**src/logic/epc_pkg.sv**
```systemverilog
// package: constants and types shared by the emulator probe control block
`default_nettype none
package epc_pkg;
    // ==========================================================
    // register byte offsets on the apb bus
    localparam logic [11:0] OFF_CTRL = 12'h000;
    localparam logic [11:0] OFF_STAT = 12'h004;
    localparam logic [11:0] OFF_UNIT = 12'h008;
    // ==========================================================
    // control register field positions
    localparam int CTL_COMB_RDY = 0;
    localparam int CTL_BUS_WD = 1;
    localparam int CTL_IO_WD = 2;
    localparam int CTL_MEM_WD = 3;
    localparam int CTL_CP_WD = 4;
    localparam int CTL_CP_EN = 5;
    localparam int CTL_CP_MODE = 6;
    localparam int CTL_RST_PERMIT = 8;
    localparam int CTL_BUS_TRACE = 9;
    localparam int CTL_EMULATE = 10;
    localparam logic [31:0] CTRL_RESET = 32'h0000_0040;
    localparam logic [31:0] CTRL_MASK = 32'h0000_07ff;
    // ==========================================================
    // status register field positions
    localparam int ST_TIMEOUT = 0;
    localparam int ST_CAUSE = 1;
    localparam int ST_PROT = 5;
    localparam int ST_KIND = 8;
    // ==========================================================
    // coprocessor run modes
    localparam logic [1:0] CP_MODE_EMUL = 2'h1;
    localparam logic [1:0] CP_MODE_ALWAYS = 2'h2;
    // ==========================================================
    // timing: one second watchdog at 10 MHz
    localparam longint CLK_HZ = 10_000_000;
    localparam longint WD_TIME_MS = 1000;
    localparam longint WD_CYCLES = (WD_TIME_MS * CLK_HZ) / 1000;
    // ==========================================================
    // probe kind label, value arbitrary
    localparam logic [7:0] KIND_DEFAULT = 8'h5a;
endpackage
`default_nettype wire

```
**src/logic/epc_wd_if.sv**
```systemverilog
// interface: control and event lines between top and one watchdog counter
`timescale 1ns/1ps
`default_nettype none
interface epc_wd_if;
    logic enable;
    logic restart;
    logic active;
    logic expired;
    modport ctl (output enable, output restart, output active, input expired);
    modport cnt (input enable, input restart, input active, output expired);
endinterface
`default_nettype wire

```
**src/logic/epc_watchdog.sv**
```systemverilog
// module: one-second watchdog counter used for every timeout source
`timescale 1ns/1ps
`default_nettype none
module epc_watchdog #(
    parameter int CW = 24,
    parameter longint LIMIT = epc_pkg::WD_CYCLES
) (
    input wire logic clk,
    input wire logic sys_rst,
    epc_wd_if.cnt wd
);
    logic [CW-1:0] cnt_q, cnt_d;
    logic exp_q, exp_d;
    localparam logic [CW-1:0] TERM = CW'(LIMIT - 1);
    // ==========================================================
    // counter restarts on activity, counts while watched condition holds
    always_comb begin
        cnt_d = cnt_q;
        exp_d = 1'b0;
        if (!wd.enable || wd.restart || !wd.active) begin
            cnt_d = '0;
        end else if (cnt_q == TERM) begin
            exp_d = 1'b1; // one-cycle event at terminal count
            cnt_d = '0;
        end else begin
            cnt_d = cnt_q + 1'b1;
        end
    end
    always_ff @(posedge clk) begin
        if (sys_rst) begin
            cnt_q <= '0;
            exp_q <= 1'b0;
        end else begin
            cnt_q <= cnt_d;
            exp_q <= exp_d;
        end
    end
    assign wd.expired = exp_q;
endmodule
`default_nettype wire

```
**src/logic/epc_probe_ctrl.sv**
```systemverilog
// module: emulator probe control, ready select, watchdogs, gating, status
// ==========================================================
// Notes on behaviour
// - combined option set: processor ready is mapped ready AND prototype ready.
// - combined option clear: processor ready is mapped ready only.
// - bus idle watchdog stops emulation after one second without bus activity.
// - io watchdog stops emulation when one io access exceeds one second.
// - memory watchdog stops emulation when one memory access exceeds one second.
// - coprocessor watchdog stops emulation on coprocessor access over one second.
// - coprocessor enable output follows the coprocessor enable setting.
// - run mode 1 runs coprocessor only while emulating; mode 2 always.
// - permit set: prototype reset resets processor, only during emulation.
// - permit clear: prototype reset line is ignored entirely.
// - bus trace set: record execution and bus cycle information.
// - bus trace clear: record execution information only.
// - readable probe kind label; status selectable per unit 0 to 3.
// - execution mode label shows real or protected mode.
`timescale 1ns/1ps
`default_nettype none
module epc_probe_ctrl #(
    parameter longint WD_LIMIT = epc_pkg::WD_CYCLES,
    parameter logic [7:0] PROBE_KIND = epc_pkg::KIND_DEFAULT,
    parameter logic [1:0] UNIT_ID = 2'h0
) (
    input wire logic clk,
    input wire logic sys_rst,
    input wire logic psel,
    input wire logic penable,
    input wire logic pwrite,
    input wire logic [11:0] paddr,
    input wire logic [31:0] pwdata,
    output logic [31:0] prdata,
    output logic pready,
    output logic pslverr,
    input wire logic map_ready,
    input wire logic proto_ready,
    output logic cpu_ready,
    input wire logic bus_cycle,
    input wire logic io_access,
    input wire logic mem_access,
    input wire logic cp_access,
    input wire logic cycle_done,
    input wire logic cpu_protected,
    input wire logic proto_reset,
    output logic cpu_reset,
    output logic emul_stop,
    output logic coproc_enable,
    output logic coproc_run,
    input wire logic trace_exec_valid,
    input wire logic trace_bus_valid,
    output logic trace_exec_we,
    output logic trace_bus_we
);
    // ==========================================================
    // settings register and timeout status
    logic [31:0] ctrl_q, ctrl_d;
    logic to_q, to_d;
    logic [3:0] cause_q, cause_d;
    logic [1:0] unit_q, unit_d;
    logic [31:0] rdata_q, rdata_d;
    logic combined_ready_sel, bus_idle_watchdog_en, io_access_watchdog_en;
    logic mem_access_watchdog_en, coproc_hang_watchdog_en, external_reset_permit;
    logic bus_trace_sel, emulating, setting_coproc_enable;
    logic [1:0] coproc_run_mode;
    logic [3:0] expired;
    logic wr, rd, unit_match;
    logic [31:0] stat_word;

    assign combined_ready_sel = ctrl_q[epc_pkg::CTL_COMB_RDY];
    assign bus_idle_watchdog_en = ctrl_q[epc_pkg::CTL_BUS_WD];
    assign io_access_watchdog_en = ctrl_q[epc_pkg::CTL_IO_WD];
    assign mem_access_watchdog_en = ctrl_q[epc_pkg::CTL_MEM_WD];
    assign coproc_hang_watchdog_en = ctrl_q[epc_pkg::CTL_CP_WD];
    assign setting_coproc_enable = ctrl_q[epc_pkg::CTL_CP_EN];
    assign coproc_run_mode = ctrl_q[epc_pkg::CTL_CP_MODE +: 2];
    assign external_reset_permit = ctrl_q[epc_pkg::CTL_RST_PERMIT];
    assign bus_trace_sel = ctrl_q[epc_pkg::CTL_BUS_TRACE];
    assign emulating = ctrl_q[epc_pkg::CTL_EMULATE] && !to_q;

    // ==========================================================
    // watchdogs: bus idle, io, memory, coprocessor access
    epc_wd_if wd_bus ();
    epc_wd_if wd_io ();
    epc_wd_if wd_mem ();
    epc_wd_if wd_cp ();
    assign wd_bus.enable = bus_idle_watchdog_en && emulating;
    assign wd_bus.restart = bus_cycle; // any bus activity restarts it
    assign wd_bus.active = 1'b1;
    assign wd_io.enable = io_access_watchdog_en && emulating;
    assign wd_io.restart = cycle_done;
    assign wd_io.active = io_access;
    assign wd_mem.enable = mem_access_watchdog_en && emulating;
    assign wd_mem.restart = cycle_done;
    assign wd_mem.active = mem_access;
    assign wd_cp.enable = coproc_hang_watchdog_en && emulating;
    assign wd_cp.restart = cycle_done;
    assign wd_cp.active = cp_access;
    epc_watchdog #(.LIMIT(WD_LIMIT)) u_wd_bus (.clk(clk), .sys_rst(sys_rst), .wd(wd_bus));
    epc_watchdog #(.LIMIT(WD_LIMIT)) u_wd_io (.clk(clk), .sys_rst(sys_rst), .wd(wd_io));
    epc_watchdog #(.LIMIT(WD_LIMIT)) u_wd_mem (.clk(clk), .sys_rst(sys_rst), .wd(wd_mem));
    epc_watchdog #(.LIMIT(WD_LIMIT)) u_wd_cp (.clk(clk), .sys_rst(sys_rst), .wd(wd_cp));
    assign expired = {wd_cp.expired, wd_mem.expired, wd_io.expired, wd_bus.expired};

    // ==========================================================
    // apb decode; no wait states, so pready is always high
    assign wr = psel && penable && pwrite;
    assign rd = psel && !penable && !pwrite;
    assign unit_match = (unit_q == UNIT_ID);
    assign pready = 1'b1;
    assign pslverr = 1'b0;
    // status word: unit other than this one reads zero
    assign stat_word = unit_match ?
        {16'h0000, PROBE_KIND, 2'b00, cpu_protected, cause_q, to_q} : 32'h0000_0000;

    // ==========================================================
    // register next-state; hardware timeout set wins over software clear
    always_comb begin
        ctrl_d = ctrl_q;
        to_d = to_q;
        cause_d = cause_q;
        unit_d = unit_q;
        rdata_d = rdata_q;
        if (wr && paddr == epc_pkg::OFF_CTRL) begin
            ctrl_d = pwdata & epc_pkg::CTRL_MASK;
        end
        if (wr && paddr == epc_pkg::OFF_UNIT) begin
            unit_d = pwdata[1:0];
        end
        // writing one to the timeout bit clears it and its cause
        if (wr && paddr == epc_pkg::OFF_STAT && pwdata[epc_pkg::ST_TIMEOUT]) begin
            to_d = 1'b0;
            cause_d = 4'h0;
        end
        if (|expired) begin
            to_d = 1'b1; // stop emulation with timeout
            cause_d = cause_q | expired;
        end
        // read data captured in setup, presented through the access phase
        if (rd) begin
            unique case (paddr)
                epc_pkg::OFF_CTRL: rdata_d = ctrl_q;
                epc_pkg::OFF_STAT: rdata_d = stat_word;
                epc_pkg::OFF_UNIT: rdata_d = {30'h0, unit_q};
                default: rdata_d = 32'h0000_0000;
            endcase
        end
    end
    always_ff @(posedge clk) begin
        if (sys_rst) begin
            ctrl_q <= epc_pkg::CTRL_RESET;
            to_q <= 1'b0;
            cause_q <= 4'h0;
            unit_q <= 2'h0;
            rdata_q <= 32'h0000_0000;
        end else begin
            ctrl_q <= ctrl_d;
            to_q <= to_d;
            cause_q <= cause_d;
            unit_q <= unit_d;
            rdata_q <= rdata_d;
        end
    end
    assign prdata = rdata_q;
    assign emul_stop = to_q;

    // ==========================================================
    // ready select, reset gating, coprocessor gating, trace select
    // combinational so the ready path adds no wait state
    always_comb begin
        if (combined_ready_sel) begin
            cpu_ready = map_ready && proto_ready;
        end else begin
            cpu_ready = map_ready; // prototype ready ignored
        end
        // reset from prototype passes only when permitted and emulating
        cpu_reset = external_reset_permit && emulating && proto_reset;
        coproc_enable = setting_coproc_enable;
        // an unlisted mode code keeps the coprocessor stopped as the safe choice
        unique case (coproc_run_mode)
            epc_pkg::CP_MODE_EMUL: coproc_run = setting_coproc_enable && emulating;
            epc_pkg::CP_MODE_ALWAYS: coproc_run = setting_coproc_enable;
            default: coproc_run = 1'b0;
        endcase
        trace_exec_we = trace_exec_valid; // execution always traced
        trace_bus_we = trace_bus_valid && bus_trace_sel;
    end
endmodule
`default_nettype wire

```
**config.mk**
```make
export PLATFORM = sky130hd
export DESIGN_NAME = epc_probe_ctrl
export DESIGN_NICKNAME = d
export VERILOG_FILES = /design/src/logic/epc_pkg.sv /design/src/logic/epc_wd_if.sv /design/src/logic/epc_watchdog.sv /design/src/logic/epc_probe_ctrl.sv
export SDC_FILE = /design/constraint.sdc
export NUM_CORES = 1
export LEC_CHECK = 0
export BUFFER_PORTS_ARGS = -buffer_cell sky130_fd_sc_hd__buf_2
export CAP_MARGIN = 5
export CORE_AREA = 2 2 92 129
export DETAILED_ROUTE_END_ITERATION = 7
export DIE_AREA = 0 0 94 131
export PLACE_DENSITY = 0.78
export RECOVER_POWER = 50
export SKIP_CTS_REPAIR_TIMING = 1
export SYNTH_ARGS = -nofsm -noshare
export SYNTH_HDL_FRONTEND = slang
export SYNTH_SLANG_ARGS = --single-unit
```
**constraint.sdc**
```tcl
create_clock -name clk -period 2.5 [get_ports clk]
set_clock_uncertainty 0.15 [all_clocks]
set_input_delay 0.375 -clock clk [delete_from_list [all_inputs] [get_ports clk]]
set_output_delay 0.375 -clock clk [all_outputs]
set_load 0.02 [all_outputs]
```
==> implementation parameters, run 1 <==
Parameter                              Value

Outcome
  Status    finished clean

Floorplanning
  Core Region    0.0112 mm²
  Die ar.    0.0123 mm²
  Top-level port count    101
  Horizontal die dimension    94 µm
  Initial standard-cell utilization of the core    0.543
  Site Rows    46
  Die span in y    131 µm

Global routing
  First-pass GRT wire length    23,400 µm
  Antenna violations before repair    0
  Maximum number of pins on one net before global-route repair    28
  Gr ovfl total    0
  GRT Overall Usage    0.235
  Via count of the first global-routing pass    5,267

STA
  Min Clock Period, post-route    2310 ps
  Final setup vio count    0
  Worst Tran Pin Value    790 ps
  Peak clock frequency supported by timing    433 MHz
  TNS Setup    0 ps
  Pins over their slew limit    0
  Headroom to the max-slew limit    0.473
  Number of hold violations in the final report    0
  Part of the cycle the worst path needs    0.923
  Setup repair after global routing missed its margin    false

Detailed routing
  Average routed wire per standard cell    15.2 µm
  Pre-antenna DRT Iters    5
  Count of nets left with antenna violations after detail routing    0
  Vias per cell    5.84
  Remaining design rule violation count    0
  Routed vias    5,372
  Detailed router's first-iteration violation count    283
  Final wirelength    14,000 µm

Logic synthesis
  Post-synth design cell area    0.00609 mm²
  Most used standard cells in the synthesized netlist    sky130_fd_sc_hd__dfxtp_1 (130), sky130_fd_sc_hd__nor2_1 (86), sky130_fd_sc_hd__a21oi_1 (46), sky130_fd_sc_hd__nand3_1 (42), sky130_fd_sc_hd__nand2_1 (37)
  Share of the synthesized area in compound gates (AO/OA/AOI/OAI)    0.105
  Largest family of logic cells by synthesized area    simple AND/OR/NAND/NOR gates
  Most used flip-flop cell after synthesis    sky130_fd_sc_hd__dfxtp_1
  Most used standard cell by instance count after synthesis    sky130_fd_sc_hd__dfxtp_1
  Yosys synthesis warning count    0
  Sequential-to-total area share from yosys stat    0.427
  Cell count after synthesis    704
  Number of enable flip-flop cells after synthesis    0
  Synth top area share    0.427
  Avg Cell Area, Syn    8.65 µm²
  Multiplexer share of the synthesized area    0.0197
  Post-synthesis share of cell area spent on full adders, half adders and majority gates    0.0123
  Cell types with the largest area share after synthesis    sky130_fd_sc_hd__dfxtp_1 (43%), sky130_fd_sc_hd__nor2_1 (5.3%), sky130_fd_sc_hd__xor2_1 (4.7%), sky130_fd_sc_hd__a21oi_1 (3.8%), sky130_fd_sc_hd__nand4_1 (3.5%)
  Biggest area consumer among synthesized cells    sky130_fd_sc_hd__dfxtp_1
  Number of distinct library cells after synthesis    53
  Simple-gate area share of the yosys netlist    0.304
  Asr flop ratio synth    0
  Flip-flop and latch count after synthesis    130
  Post-synthesis share of cell area spent on xor and xnor gates    0.0719

Layout
  Register Area    0.00260 mm²
  Layout Area Growth over Synthesis    14.1%
  Fill cell count    980
  Fraction of layout instances using a drive strength above 1    0.121
  Final Net Count    829
  Post-route core utilization    0.619
  Multi-input logic area    0.00320 mm²
  Antenna cell count    0

Power and ir drop
  Leakage component of the power    2.22 nW
  Peak supply drop    492 µV
  Power density over cell area    632 mW/mm²

Clocking
  Clock Path Buffers    2
  Source-to-sink clock delay at the later pin of the worst-skew pair    410 ps
  Clock transition at path regs    60 ps
  TritonCTS clock tree    built
  Depth of the CTS H-tree    4
  CTS buffer count    17
  CTS Root Cell    sky130_fd_sc_hd__clkbuf_16
  Clock net sink count    130

Hold path
  Worst min path class    in -> reg
  Hold Crit Start    pwdata[2]

Setup path
  Peak fanout along the critical path    7
  Data required time at the worst endpoint    2670 ps
  Worst setup path startpoint    u_wd_cp.cnt_q[9]
  Launching point of the worst reg2reg path    u_wd_cp.cnt_q[9]
  Startpoint type of the worst setup path    flip-flop
  Data arrival time of the critical path    2480 ps
  Startpoint-to-endpoint class of the critical path    reg -> reg
  Nature of the critical path endpoint    flip-flop

Placed design
  Detailed Place HPWL    9760 µm
  GP Congestion    0.891
  Quantity of I/O buffers inserted on ports    57

Run
  Number of max-cap violations    0
==> layout by cell type (no fill, tap or decap), drive strengths merged, types with 5 or more instances in the layout <==
| cell type | instances |
|---|---|
| xor2 | 33 |
| and2 | 12 |
| dfxtp | 130 |
| ha | 6 |
| nor3 | 10 |
| o31ai | 17 |
| clkinv | 5 |
| clkbuf | 51 |
| o21ai | 21 |
| xnor2 | 17 |
| conb | 20 |
| nor4 | 19 |
| buf | 48 |
| nand2 | 37 |
| or4b | 8 |
| nand4 | 35 |
| nand3 | 42 |
| a21oi | 46 |
| or3 | 17 |
| inv | 16 |
| nor4b | 5 |
| and3 | 8 |
| mux2i | 12 |
| or4 | 18 |
| nor2 | 86 |
| and4 | 17 |
==> worst paths after layout <==
path,endpoint,slack (ps),depth (start not counted)
max,u_wd_cp.cnt_q[23],190,4
min,ctrl_q[2],60,3
max reg2reg,u_wd_cp.cnt_q[23],190,4
min reg2reg,u_wd_cp.cnt_q[0],300,1
==> area by class of cell <==
cell class / count / share of cell area
Tap cell: 144 / 0.0259
Clock inverter: 8 / 0.00792
Timing Repair Buffer: 75 / 0.0529
Clock buffer: 24 / 0.0693
Sequential cell: 130 / 0.374
Multi-Input combinational cell: 523 / 0.461
Inverter: 16 / 0.00864
==> metal layers <==
metal / track usage / share of wire / wire length (µm)
met1: 0.246 / 0.40 / 5580
met2: 0.448 / 0.55 / 7740
met3: 0.0585 / 0.033 / 458
met4: 0.0870 / 0.015 / 209
met5: 0 / 0 / 0
==> power by group <==
part | switching, mW | internal [mW]
combinational | 0.0635 | 0.0301
clock | 0.886 | 1.34
sequential | 0.00000839 | 2.07
==> registers in the layout (all words and copies together), names as in the netlist <==
| signal | flops |
|---|---|
| u_wd_mem.wd.expired | 1 |
| emul_stop | 1 |
| u_wd_io.cnt_q | 24 |
| prdata | 12 |
| u_wd_cp.wd.expired | 1 |
| u_wd_mem.cnt_q | 24 |
| u_wd_cp.cnt_q | 24 |
| u_wd_bus.cnt_q | 24 |
| cause_q | 4 |
| ctrl_q | 11 |
| u_wd_io.wd.expired | 1 |
| unit_q | 2 |
| u_wd_bus.wd.expired | 1 |
==> critical path, cell delays in order, from the launching register on <==
cell                      delay [ps]
sky130_fd_sc_hd__dfxtp_1         470
sky130_fd_sc_hd__nand4_2         170
sky130_fd_sc_hd__or4_1           680
sky130_fd_sc_hd__or4_1           560
sky130_fd_sc_hd__a21oi_1         190
==> kinds of logic after synthesis <==
logic type / Yosys count
other cells: 2
flops: 130
xor+xnor: 50
mux: 12
fa+ha+maj: 6
buf+inv: 69
compound gates: 105
simple gates: 330
==> per-stage QoR <==
step | hold WS (ps) | instances | worst slack, ps | area [µm²] | total power, mW
after floorplan | 275 | 722 | 384 | 6160 | 2.20
after global placement | 287 | 888 | 188 | 6470 | 2.21
after detailed placement | 294 | 888 | 204 | 6470 | 2.21
after CTS | 49.1 | 920 | 234 | 7010 | 4.43
after global routing | 63.9 | 920 | 98.3 | 6950 | 4.54
final | 57.3 | 920 | 192 | 6950 | 4.40
(Power assumes the default switching activity.)
==> run 2, diff against run 1 <==
--- a/config.mk
+++ b/config.mk
@@ -7,12 +7,10 @@
 export LEC_CHECK = 0
 export BUFFER_PORTS_ARGS = -buffer_cell sky130_fd_sc_hd__buf_2
 export CAP_MARGIN = 5
-export CORE_AREA = 2 2 92 129
+export CORE_AREA = 2 2 135 190
 export DETAILED_ROUTE_END_ITERATION = 7
-export DIE_AREA = 0 0 94 131
-export PLACE_DENSITY = 0.78
+export DIE_AREA = 0 0 137 192
 export RECOVER_POWER = 50
-export SKIP_CTS_REPAIR_TIMING = 1
 export SYNTH_ARGS = -nofsm -noshare
 export SYNTH_HDL_FRONTEND = slang
 export SYNTH_SLANG_ARGS = --single-unit
==> run 2 against run 1 <==
Against the previous run: largest cell class unchanged; routed wire length up 0.56%; design area up 4.4%; via count down 4.0%; maximum frequency up 8.2%; largest power group unchanged.
==> implementation parameters, run 2 (same netlist as run 1, synthesis figures left out) <==
Parameter                              Value

STA
  Min Clock Period, post-route    2130 ps (-175 ps)
  Worst Tran Pin Value    612 ps (-178 ps)
  Part of the cycle the worst path needs    0.853 (-0.0700)
  Pins over their slew limit    0 (unchanged)
  Number of hold violations in the final report    0 (unchanged)
  TNS Setup    0 ps (unchanged)
  Final setup vio count    0 (unchanged)
  Headroom to the max-slew limit    0.588 (+0.115)
  Setup repair after global routing missed its margin    false
  Peak clock frequency supported by timing    469 MHz (+8.2%)

Layout
  Final Net Count    834 (+0.60%)
  Layout Area Growth over Synthesis    19.1%
  Most common cell after layout, fill and taps aside    sky130_fd_sc_hd__dfxtp_1
  Fraction of layout instances using a drive strength above 1    0.133 (+0.0120)
  Post-route core utilization    0.296 (-0.323)
  Fill cell count    2,657 (+170%)
  Commonest non-fill, non-tap cells in the layout    sky130_fd_sc_hd__dfxtp_1 (130), sky130_fd_sc_hd__nor2_1 (86), sky130_fd_sc_hd__a21oi_1 (46)

Detailed routing
  Remaining design rule violation count    0 (unchanged)
  Routed vias    5,155 (-4.0%)
  Count of nets left with antenna violations after detail routing    0 (unchanged)
  Detailed router's first-iteration violation count    177 (-37%)
  Final wirelength    14,100 µm (+0.56%)
  Vias per cell    4.70 (-20%)
  Average routed wire per standard cell    12.8 µm (-16%)
  Pre-antenna DRT Iters    4 (-1)

Setup path
  Register-to-Register Setup Slack    370 ps (+180 ps)
  Peak fanout along the critical path    12 (+5)
  Data required time at the worst endpoint    2630 ps (-40 ps)
  Data arrival time of the critical path    2260 ps (-220 ps)
  Worst setup path startpoint    u_wd_mem.cnt_q[2]
  Capturing instance or port of the critical path    u_wd_mem.cnt_q[4]
  Startpoint-to-endpoint class of the critical path    reg -> reg
  Startpoint type of the worst setup path    flip-flop
  Nature of the critical path endpoint    flip-flop
  Reg2Reg Capture Point    u_wd_mem.cnt_q[4]
  R2r worst-path depth    5 (+1)
  Launching point of the worst reg2reg path    u_wd_mem.cnt_q[2]

Power and ir drop
  Power density over cell area    632 mW/mm² (-0.10%)
  Peak supply drop    390 µV (-21%)
  Leakage component of the power    2.28 nW (+2.4%)

Floorplanning
  Core Region    0.0245 mm² (+120%)
  Initial standard-cell utilization of the core    0.249 (-0.294)
  Die span in y    192 µm (+47%)
  Site Rows    68 (+48%)
  Top-level port count    101 (unchanged)
  Die ar.    0.0263 mm² (+110%)
  Horizontal die dimension    137 µm (+46%)

Run
  Number of max-cap violations    0 (unchanged)

Placed design
  Detailed Place HPWL    10,100 µm (+3.5%)
  GP Congestion    0.767 (-14%)
  Quantity of I/O buffers inserted on ports    57 (unchanged)

Clocking
  Clock net sink count    130 (unchanged)
  Clock transition at path regs    60 ps (about the same)
  Depth of the CTS H-tree    4 (unchanged)
  Source-to-sink clock delay at the later pin of the worst-skew pair    420 ps (about the same)
  CTS buffer count    17 (unchanged)
  Setup Fix Bufs, Post-CTS    0
  CTS Root Cell    sky130_fd_sc_hd__clkbuf_16
  Clock Path Buffers    2 (unchanged)
  # resized after CTS    0
  TritonCTS clock tree    built
  Hold_buf cts    0

Global routing
  Antenna violations before repair    2 (+2)
  Maximum number of pins on one net before global-route repair    29 (+3.6%)
  Via count of the first global-routing pass    4,941 (-6.2%)
  Gr ovfl total    0 (unchanged)
  GRT Overall Usage    0.111 (-0.124)
  First-pass GRT wire length    23,500 µm (+0.59%)

Outcome
  Status    finished clean

Hold path
  Worst min path class    in -> reg
run 2: layout make-up:
type,count,area [µm²],area share
Clock inverter,14,141,0.0195
Clock buffer,18,439,0.0605
Inverter,16,60.1,0.00828
Sequential cell,130,2600,0.359
Antenna cell,1,2.50,0.000345
Multi-Input combinational cell,523,3190,0.440
Tap cell,315,394,0.0543
Timing Repair Buffer,80,425,0.0587
run 2: critical path: stages, from the launching register on:
cell and delay [ps]:
sky130_fd_sc_hd__dfxtp_1 440, sky130_fd_sc_hd__and4_1 500, sky130_fd_sc_hd__nand4_1 180, sky130_fd_sc_hd__o21bai_1 200, sky130_fd_sc_hd__clkbuf_1 430, sky130_fd_sc_hd__nor2_1 100
run 2: how the worst min path moves through the flow:
| stage | startpoint | to | cells past startpoint | slack, ps |
|---|---|---|---|---|
| 3_5_place_dp | prdata[9] | prdata[9] | 2 | 300 |
| 4_1_cts | pwdata[8] | ctrl_q[8] | 3 | 40 |
| 3_3_place_gp | u_wd_io.cnt_q[0] | u_wd_io.cnt_q[0] | 1 | 290 |
| 2_1_floorplan | u_wd_mem.cnt_q[0] | u_wd_mem.cnt_q[0] | 1 | 280 |
| 6_report | pwdata[8] | ctrl_q[8] | 3 | 50 |
| 5_1_grt | pwdata[4] | ctrl_q[4] | 3 | 50 |
run 2: power breakdown:
group | internal (mW) | total [mW] | switching, mW | leakage, nW
Sequential | 2.07 | 2.07 | 0.00000865 | 1.05
Combinational | 0.0307 | 0.0952 | 0.0645 | 0.952
Clock | 1.42 | 2.42 | 0.992 | 0.278
run 2: metrics by stage:
stage / hold slack (ps) / cell area (µm²) / cells / worst slack [ps] / power, mW
6_report: 49.7 / 7250 / 1097 / 367 / 4.58
5_1_grt: 49.3 / 7250 / 1097 / 188 / 4.75
4_1_cts: 39.9 / 7320 / 1096 / 335 / 4.65
3_5_place_dp: 295 / 6740 / 1064 / 199 / 2.21
3_3_place_gp: 286 / 6740 / 1064 / 190 / 2.21
2_1_floorplan: 275 / 6160 / 722 / 384 / 2.20
run 2: layer usage:
layer,GRT usage,up-vias,routed length [µm]
met1,0.122,2409,6090
met3,0.0290,18,524
met5,0,-,0
li1,-,2655,-
met2,0.200,73,7200
met4,0.0452,0,248
